File: config.mk
export PLATFORM = sky130hd
export DESIGN_NAME = s2p_driver
export DESIGN_NICKNAME = d
export VERILOG_FILES = /design/src/core/s2p_pkg.sv /design/src/core/s2p_sync.sv /design/src/core/s2p_outstage.sv /design/src/core/s2p_driver.sv
export SDC_FILE = /design/constraint.sdc
export NUM_CORES = 1
export LEC_CHECK = 0
export BUFFER_PORTS_ARGS = -buffer_cell sky130_fd_sc_hd__clkbuf_2
export CORE_ASPECT_RATIO = 0.5
export CORE_UTILIZATION = 40
export DETAILED_ROUTE_END_ITERATION = 10
export GPL_TIMING_DRIVEN = 0
export SLEW_MARGIN = 20
export SYNTH_ARGS = -nofsm -noshare
export SYNTH_HDL_FRONTEND = slang
export SYNTH_SLANG_ARGS = --single-unit
File: constraint.sdc
create_clock -name sys_clk_in -period 2.5 [get_ports sys_clk_in]
set_clock_uncertainty 0.2 [all_clocks]
set_input_delay 0.5 -clock sys_clk_in [delete_from_list [all_inputs] [get_ports sys_clk_in]]
set_output_delay 0.5 -clock sys_clk_in [all_outputs]
set_load 0.05 [all_outputs]
File: src/core/s2p_pkg.sv
// Shared constants for the serial-to-parallel driver core.
package s2p_pkg;

	// ==========================================================
	// Geometry
	localparam int CHANNELS = 64;
	localparam int COUNT_WIDTH = 16;
	localparam int ADDR_WIDTH = 5;
	localparam int DATA_WIDTH = 32;

	// ==========================================================
	// Register byte offsets
	localparam logic [4:0] REG_CTRL = 5'h00;
	localparam logic [4:0] REG_STATUS = 5'h04;
	localparam logic [4:0] REG_SHIFT_LO = 5'h08;
	localparam logic [4:0] REG_SHIFT_HI = 5'h0c;
	localparam logic [4:0] REG_LATCH_LO = 5'h10;
	localparam logic [4:0] REG_LATCH_HI = 5'h14;
	localparam logic [4:0] REG_EDGE_COUNT = 5'h18;

	// ==========================================================
	// Control fields
	localparam int CTRL_COUNT_CLEAR = 0;
	localparam int CTRL_COUNT_FREEZE = 1;
	localparam logic [1:0] CTRL_RESET = 2'h0;

	// ==========================================================
	// Status fields, one per filtered pin level
	localparam int STAT_SHIFT_CLOCK = 0;
	localparam int STAT_LATCH_GATE = 1;
	localparam int STAT_OUTPUT_FORCE = 2;
	localparam int STAT_INVERT_SELECT = 3;
	localparam int STAT_SHIFT_WAY = 4;
	localparam int STAT_WIDTH = 5;

	// ==========================================================
	// Reset values
	localparam logic [15:0] COUNT_RESET = 16'h0000;
	localparam logic [31:0] READ_UNMAPPED = 32'h0000_0000;
	localparam logic SHIFT_CLOCK_PREV_RESET = 1'b1;

	// ==========================================================
	// Bus answer states, Gray coded
	typedef enum logic [1:0] {
		S2P_BUS_IDLE = 2'b00,
		S2P_BUS_ANSWER = 2'b01
	} s2p_bus_state_t;

endpackage

File: src/core/s2p_sync.sv
// Three-stage input synchroniser with agreement filter.
`timescale 1ns/100ps
`default_nettype none

module s2p_sync #(
	parameter int WIDTH = 1
) (
	input wire logic sys_clk_in,
	input wire logic reset_in,
	input wire logic [WIDTH-1:0] async_in,
	output logic [WIDTH-1:0] level_out
);

	logic [WIDTH-1:0] stage1;
	logic [WIDTH-1:0] stage2;
	logic [WIDTH-1:0] stage3;
	logic [WIDTH-1:0] level;
	logic [WIDTH-1:0] next_level;

	// ==========================================================
	// Filter
	// A level counts only once the second and third stages agree.
	always_comb begin
		for (int i = 0; i < WIDTH; i++) begin
			next_level[i] = (stage2[i] == stage3[i]) ? stage2[i] : level[i];
		end
	end

	always_ff @(posedge sys_clk_in) begin
		if (reset_in) begin
			stage1 <= '0;
			stage2 <= '0;
			stage3 <= '0;
			level <= '0;
		end else begin
			stage1 <= async_in;
			stage2 <= stage1;
			stage3 <= stage2;
			level <= next_level;
		end
	end

	assign level_out = level;

endmodule

`default_nettype wire

File: src/core/s2p_outstage.sv
// Blanking and polarity stage in front of the driver outputs.
`timescale 1ns/100ps
`default_nettype none

module s2p_outstage #(
	parameter int WIDTH = 64
) (
	input wire logic output_force_in,
	input wire logic invert_select_in,
	input wire logic [WIDTH-1:0] latch_in,
	output logic [WIDTH-1:0] drive_out
);

	// ==========================================================
	// Output selection
	always_comb begin
		if (!output_force_in) begin
			drive_out = {WIDTH{~invert_select_in}};
		end else if (invert_select_in) begin
			drive_out = latch_in;
		end else begin
			drive_out = ~latch_in;
		end
	end

endmodule

`default_nettype wire

File: src/core/s2p_driver.sv
// Serial-to-parallel driver core with shift register, latches and bus.
// Notes on behaviour
// - Sixty-four shift stages, each with a latch feeding one driver output.
// - Way select low: port A in, port B out, data moves 64 toward 1.
// - Way select high: port B in, port A out, data moves 1 toward 64.
// - Shifting advances one stage only on each shift clock rising edge.
// - Latch gate, force and invert never affect shifting.
// - Latch gate high makes latches follow their stages continuously.
// - Latch gate falling captures stages; latches hold while gate stays low.
// - Force low drives all outputs high, or low when invert is high.
// - Force high passes latches, true when invert high, else complemented.
// - Serial output shows the last stage in the current direction.
//
// Register access over Avalon-MM and the placing of the registers were left to the implementer.
`timescale 1ns/100ps
`default_nettype none

module s2p_driver #(
	parameter int CHANNELS = s2p_pkg::CHANNELS,
	parameter int COUNT_WIDTH = s2p_pkg::COUNT_WIDTH
) (
	input wire logic sys_clk_in,
	input wire logic reset_in,
	// Pins from the controller.
	input wire logic shift_clock_in,
	input wire logic latch_gate_in,
	input wire logic output_force_in,
	input wire logic invert_select_in,
	input wire logic shift_way_select_in,
	input wire logic serial_port_a_in,
	output logic serial_port_a_out,
	output logic serial_port_a_oe_out,
	input wire logic serial_port_b_in,
	output logic serial_port_b_out,
	output logic serial_port_b_oe_out,
	output logic [CHANNELS-1:0] driver_output_out,
	// Avalon-MM slave.
	input wire logic [s2p_pkg::ADDR_WIDTH-1:0] avs_address_in,
	input wire logic avs_read_in,
	input wire logic avs_write_in,
	input wire logic [3:0] avs_byteenable_in,
	input wire logic [s2p_pkg::DATA_WIDTH-1:0] avs_writedata_in,
	output logic [s2p_pkg::DATA_WIDTH-1:0] avs_readdata_out,
	output logic avs_waitrequest_out
);

	// ==========================================================
	// Pin synchronisers
	logic [s2p_pkg::STAT_WIDTH-1:0] ctl_raw;
	logic [s2p_pkg::STAT_WIDTH-1:0] ctl_f;
	logic [1:0] data_f;
	logic shift_clock_f;
	logic latch_gate_f;
	logic output_force_f;
	logic invert_select_f;
	logic way_f;
	logic data_a_f;
	logic data_b_f;

	assign ctl_raw[s2p_pkg::STAT_SHIFT_CLOCK] = shift_clock_in;
	assign ctl_raw[s2p_pkg::STAT_LATCH_GATE] = latch_gate_in;
	assign ctl_raw[s2p_pkg::STAT_OUTPUT_FORCE] = output_force_in;
	assign ctl_raw[s2p_pkg::STAT_INVERT_SELECT] = invert_select_in;
	assign ctl_raw[s2p_pkg::STAT_SHIFT_WAY] = shift_way_select_in;

	s2p_sync #(
		.WIDTH(s2p_pkg::STAT_WIDTH)
	) u_ctl_sync (
		.sys_clk_in(sys_clk_in),
		.reset_in(reset_in),
		.async_in(ctl_raw),
		.level_out(ctl_f)
	);

	// Data pins go through the same depth, so a bit lines up with the
	// clock edge that it was set up for.
	s2p_sync #(
		.WIDTH(2)
	) u_data_sync (
		.sys_clk_in(sys_clk_in),
		.reset_in(reset_in),
		.async_in({serial_port_b_in, serial_port_a_in}),
		.level_out(data_f)
	);

	assign shift_clock_f = ctl_f[s2p_pkg::STAT_SHIFT_CLOCK];
	assign latch_gate_f = ctl_f[s2p_pkg::STAT_LATCH_GATE];
	assign output_force_f = ctl_f[s2p_pkg::STAT_OUTPUT_FORCE];
	assign invert_select_f = ctl_f[s2p_pkg::STAT_INVERT_SELECT];
	assign way_f = ctl_f[s2p_pkg::STAT_SHIFT_WAY];
	assign data_a_f = data_f[0];
	assign data_b_f = data_f[1];

	// ==========================================================
	// Shift clock edge detection
	logic shift_clock_prev;
	logic shift_edge;

	// The previous level resets high, so the first cycle after reset can
	// never count as an edge, whatever the filter shows then.
	always_ff @(posedge sys_clk_in) begin
		if (reset_in) begin
			shift_clock_prev <= s2p_pkg::SHIFT_CLOCK_PREV_RESET;
		end else begin
			shift_clock_prev <= shift_clock_f;
		end
	end

	assign shift_edge = shift_clock_f & ~shift_clock_prev;

	// ==========================================================
	// Shift register, latches and serial output
	// Bit 0 is stage 1, bit CHANNELS-1 is the last stage.
	logic [CHANNELS-1:0] shift_q;
	logic [CHANNELS-1:0] latch_q;
	logic [CHANNELS-1:0] next_shift;
	logic [CHANNELS-1:0] next_latch;
	logic [CHANNELS-1:0] next_drive;
	logic [CHANNELS-1:0] drive_q;
	logic next_port_a;
	logic next_port_b;
	logic port_a_q;
	logic port_b_q;

	always_comb begin
		next_shift = shift_q;
		if (shift_edge) begin
			if (way_f) begin
				next_shift = {shift_q[CHANNELS-2:0], data_b_f};
			end else begin
				next_shift = {data_a_f, shift_q[CHANNELS-1:1]};
			end
		end
		// A transparent latch takes the new stage value in the same edge,
		// so the outputs track shifting without a cycle of lag.
		next_latch = latch_gate_f ? next_shift : latch_q;
		next_port_a = next_shift[CHANNELS-1];
		next_port_b = next_shift[0];
	end

	s2p_outstage #(
		.WIDTH(CHANNELS)
	) u_outstage (
		.output_force_in(output_force_f),
		.invert_select_in(invert_select_f),
		.latch_in(next_latch),
		.drive_out(next_drive)
	);

	// No reset here on purpose: the pattern is meaningless until the
	// controller has loaded and latched one.
	always_ff @(posedge sys_clk_in) begin
		shift_q <= next_shift;
		latch_q <= next_latch;
		drive_q <= next_drive;
		port_a_q <= next_port_a;
		port_b_q <= next_port_b;
	end

	// The port that is not the serial input is the driven one.
	assign serial_port_a_out = port_a_q;
	assign serial_port_a_oe_out = way_f;
	assign serial_port_b_out = port_b_q;
	assign serial_port_b_oe_out = ~way_f;
	assign driver_output_out = drive_q;

	// ==========================================================
	// Shift edge counter and control
	logic [1:0] ctrl;
	logic [1:0] next_ctrl;
	logic [COUNT_WIDTH-1:0] edge_count;
	logic [COUNT_WIDTH-1:0] next_edge_count;
	logic ctrl_write;

	always_comb begin
		next_ctrl = ctrl;
		next_ctrl[s2p_pkg::CTRL_COUNT_CLEAR] = 1'b0;
		if (ctrl_write && avs_byteenable_in[0]) begin
			next_ctrl = avs_writedata_in[1:0];
		end
		next_edge_count = edge_count;
		// A clear overrides an edge in the same cycle; the count is a
		// statistic, not a flag, so losing one edge is acceptable.
		if (ctrl[s2p_pkg::CTRL_COUNT_CLEAR]) begin
			next_edge_count = '0;
		end else if (shift_edge && !ctrl[s2p_pkg::CTRL_COUNT_FREEZE]) begin
			next_edge_count = edge_count + 1'b1;
		end
	end

	always_ff @(posedge sys_clk_in) begin
		if (reset_in) begin
			ctrl <= s2p_pkg::CTRL_RESET;
			edge_count <= COUNT_WIDTH'(s2p_pkg::COUNT_RESET);
		end else begin
			ctrl <= next_ctrl;
			edge_count <= next_edge_count;
		end
	end

	// ==========================================================
	// Avalon-MM slave
	// Every access takes exactly one wait cycle, then is answered.
	s2p_pkg::s2p_bus_state_t bus_state;
	s2p_pkg::s2p_bus_state_t next_bus_state;
	logic [s2p_pkg::DATA_WIDTH-1:0] readdata;
	logic [s2p_pkg::DATA_WIDTH-1:0] next_readdata;
	logic bus_req;

	assign bus_req = avs_read_in | avs_write_in;
	assign ctrl_write = avs_write_in && (bus_state == s2p_pkg::S2P_BUS_ANSWER)
		&& (avs_address_in == s2p_pkg::REG_CTRL);

	always_comb begin
		next_bus_state = bus_state;
		next_readdata = readdata;
		case (bus_state)
			s2p_pkg::S2P_BUS_IDLE: begin
				if (bus_req) begin
					next_bus_state = s2p_pkg::S2P_BUS_ANSWER;
					case (avs_address_in)
						s2p_pkg::REG_CTRL: begin
							next_readdata = {30'h0, ctrl};
						end
						s2p_pkg::REG_STATUS: begin
							next_readdata = {27'h0, ctl_f};
						end
						s2p_pkg::REG_SHIFT_LO: begin
							next_readdata = shift_q[31:0];
						end
						s2p_pkg::REG_SHIFT_HI: begin
							next_readdata = shift_q[63:32];
						end
						s2p_pkg::REG_LATCH_LO: begin
							next_readdata = latch_q[31:0];
						end
						s2p_pkg::REG_LATCH_HI: begin
							next_readdata = latch_q[63:32];
						end
						s2p_pkg::REG_EDGE_COUNT: begin
							next_readdata = 32'(edge_count);
						end
						default: begin
							next_readdata = s2p_pkg::READ_UNMAPPED;
						end
					endcase
				end
			end
			s2p_pkg::S2P_BUS_ANSWER: begin
				next_bus_state = s2p_pkg::S2P_BUS_IDLE;
			end
			default: begin
				next_bus_state = s2p_pkg::S2P_BUS_IDLE;
			end
		endcase
	end

	always_ff @(posedge sys_clk_in) begin
		if (reset_in) begin
			bus_state <= s2p_pkg::S2P_BUS_IDLE;
			readdata <= s2p_pkg::READ_UNMAPPED;
		end else begin
			bus_state <= next_bus_state;
			readdata <= next_readdata;
		end
	end

	assign avs_waitrequest_out = bus_req && (bus_state == s2p_pkg::S2P_BUS_IDLE);
	assign avs_readdata_out = readdata;

	// ==========================================================
	// Assertions
	logic [CHANNELS-1:0] fwd_expect;
	logic [CHANNELS-1:0] rev_expect;

	assign fwd_expect = {shift_q[CHANNELS-2:0], data_b_f};
	assign rev_expect = {data_a_f, shift_q[CHANNELS-1:1]};
endmodule

`default_nettype wire

==> impl_metrics.json <==
{
  "status": "finished, final reports clean",
  "vdd_drop_max_uv": 432,
  "drv_cap": 0,
  "ys_seq_elements": 272,
  "cts_buffers": 25,
  "die_w_um": 240,
  "grt_pass1_wl_um": 53500,
  "arrival_ns": 2.68,
  "grt_max_degree": 20,
  "syn_nets": 1288,
  "first_pass_iters": 6,
  "crit_slowest_cell": "dfxtp_1",
  "cts_tree": "done",
  "fin_area_sq_mm": 0.0134,
  "finalPower_mw": 8.73,
  "crit_path_end_kind": "flip-flop",
  "fillerInstances": 2689,
  "final_cell_mix": "272 x dfxtp_1, 208 x nand2_1, 130 x clkbuf_2, 83 x o21ai_0, 77 x nand3_1",
  "path_cells": "clkbuf_1 > clkbuf_2 > nand2_1 > o221ai_1 > nand2_1 > xor2_1",
  "start_util_pct": 40.8,
  "fp.coreArea_sq_mm": 0.0278,
  "cp_top_family": "buffers and inverters",
  "cpPeakStageDelay_ns": 0.57,
  "rsz0062_at_grt": "true",
  "drv_slew": 0,
  "dr.first_iter.drc_count": 883,
  "gp_congestion": 0.972,
  "cp_common_cell": "nand2_1",
  "insertion_delay_ns": 0.54,
  "synth_edf_count": 0,
  "path_class": "reg -> reg",
  "hold_violations": 0,
  "path_buf_inv": 2,
  "htreeDepth": 1,
  "clock-sinks": 272,
  "syn_avg_cell_area_sq_um": 9.20,
  "io_buffers": 119,
  "syn_to_final_growth_pct": 17.9,
  "gr-total-overflow": 0,
  "worst_pin_slew_ns": 1.01,
  "hold_class": "in -> reg",
  "final_common_cell": "dfxtp_1",
  "p_per_area_mw_per_mm2": 652,
  "cts-root-buf": "clkbuf_16",
  "synthesis.area_sq_mm": 0.0114,
  "async_flop_share_pct": 0,
  "die_h_um": 121,
  "nNetsFinal": 1440,
  "max_freq_ghz": 0.404,
  "dpl-instance-area_sq_mm": 0.0124,
  "io_pins": 153,
  "clk_pin_slew_ns": 0.07,
  "fin_crit_ns": 2.47,
  "relSlewSlack_pct": 32.6,
  "ys_types": 53,
  "antenna_found_initial": 1,
  "p_leak_nw": 4.67,
  "yosys_warnings": 0,
  "vias": 9872,
  "setup_violations": 0,
  "n_antenna_cell": 0,
  "cp-start-kind": "flip-flop",
  "remaining_drc_errors": 0,
  "synth-seq-area-share_pct": 47.9,
  "dp_hpwl_um": 26900,
  "synth_cells": 1235,
  "fp.dieArea_sq_mm": 0.0291,
  "first_global_vias": 9311,
  "drtAntennaViolNets": 0,
  "track_usage_pct": 24.1,
  "cp.required_ns": 2.70,
  "cp_max_fo": 10,
  "vias_per_cell": 5.53,
  "synth_ff_type": "dfxtp_1",
  "drive_gt1_share_pct": 14.6,
  "wl_um": 35400,
  "cts_max_path_buffers": 3,
  "rows": 43,
  "period_share_pct": 99.0,
  "wire_per_inst_um": 19.9
}
[Yosys cell counts, types with 10 or more instances]
library cell	count	area (sq um)
buf_2	20	100
nor2_1	17	63.8
buf_1	10	37.5
nand3_1	77	385
a22o_1	19	166
nand2b_1	66	413
clkbuf_1	71	267
nor2b_1	26	163
and3_1	26	163
nand4b_1	19	166
xor2_1	71	622
dfxtp_1	272	5450
nand2_1	208	781
o221ai_1	64	561
a21oi_1	15	75.1
o21ai_0	83	415
mux2i_1	73	731
[sequential cells by signal (all words and copies together), names as in the netlist]
signal,flops
u_data_sync.stage1,2
u_ctl_sync.stage1,5
edge_count,16
avs_readdata_out,32
shift_q,63
u_data_sync.stage3,2
ctrl,2
latch_q,64
serial_port_a_out,1
u_ctl_sync.stage3,5
shift_clock_prev,1
u_ctl_sync.level_out,5
u_data_sync.stage2,2
bus_state,1
driver_output_out,64
u_ctl_sync.stage2,5
u_data_sync.level_out,2
[worst reg2reg max path, delay by kind of cell (launching register included)]
kind,cells,cell delay (ns)
AO/OA/AOI/OAI,1,0.32
AND/OR/NAND/NOR,2,0.21
flip-flops,1,0.57
XOR/XNOR,1,0.16
buffers and inverters,2,0.87
[where the power goes]
group	internal [mW]	leakage [nW]	total, mW	switching, mW
clock	2.41	0.426	4.11	1.70
combinational	0.0690	2.04	0.259	0.190
sequential	4.35	2.20	4.36	0.0105
[what timing repair did]
item / 4_1_cts / 5_1_grt
resized for setup: 8 / 12
setup buffers: 2 / 0
setup endpoints to repair: 34 / 40
pin swaps: 1 / 0
hold buffers: 7 / 0
endpoints found under the hold margin: 7 / 0
cloned: 0 / 0
[cell families (layout without fill, tap and decap cells)]
group           count (synthesis)  after routing  share of synthesized area (%)
xor+xnor                       73             73                           5.63
simple gates                  472            472                           20.9
buf+inv                       111            278                           4.15
compound gates                233            233                           14.9
flops                         272            272                           47.9
fa+ha+maj                       1              1                          0.110
mux                            73             73                           6.43
[per-layer routing]
| metal | global-route usage, % | part of all wire (%) | vias to the layer above |
|---|---|---|---|
| met5 | 0 | 0 | - |
| met4 | 7.68 | 3.0 | 0 |
| met3 | 5.00 | 7.1 | 68 |
| met2 | 37.1 | 44 | 373 |
| met1 | 33.5 | 46 | 4763 |
| li1 | - | - | 4668 |
[cell type report]
cell class                 instances  area, sq um  share of cell area [%]
sequential                       272         5450                    40.7
tap                              382          478                    3.57
inverter                           5         18.8                   0.140
buffer                           103          463                    3.46
multi-input combinational        852         5450                    40.7
clock buffer                      30          664                    4.96
timing repair buffer             128          681                    5.08
clock inverter                    12          195                    1.46
[worst paths after layout]
check | slack [ns] | startpoint | to | cells past startpoint
worst max-delay path | 0.03 | u_ctl_sync.level_out[1] | driver_output_out[4] | 6
worst min register to register | 0.24 | u_ctl_sync.stage1[3] | u_ctl_sync.stage2[3] | 1
worst max register to register | 0.03 | u_ctl_sync.level_out[1] | driver_output_out[4] | 6
worst min-delay path | 0.02 | avs_writedata_in[0] | ctrl[0] | 2
[through the flow]
step	TNS, ns	util, %	instances	hold WS (ns)	setup slack (ns)
global route	-0.0000813	48.1	1784	0.0193	-0.0000813
global placement	-9.28	44.7	1736	0.228	-0.314
floorplan	0	-	1235	0.214	0.290
CTS	0	48.1	1785	0.00218	0.00128
finish	0	48.1	1784	0.0162	0.0259
detailed placement	-10.39	44.7	1736	0.228	-0.353
Note: power is estimated with default switching activity, not from simulation.
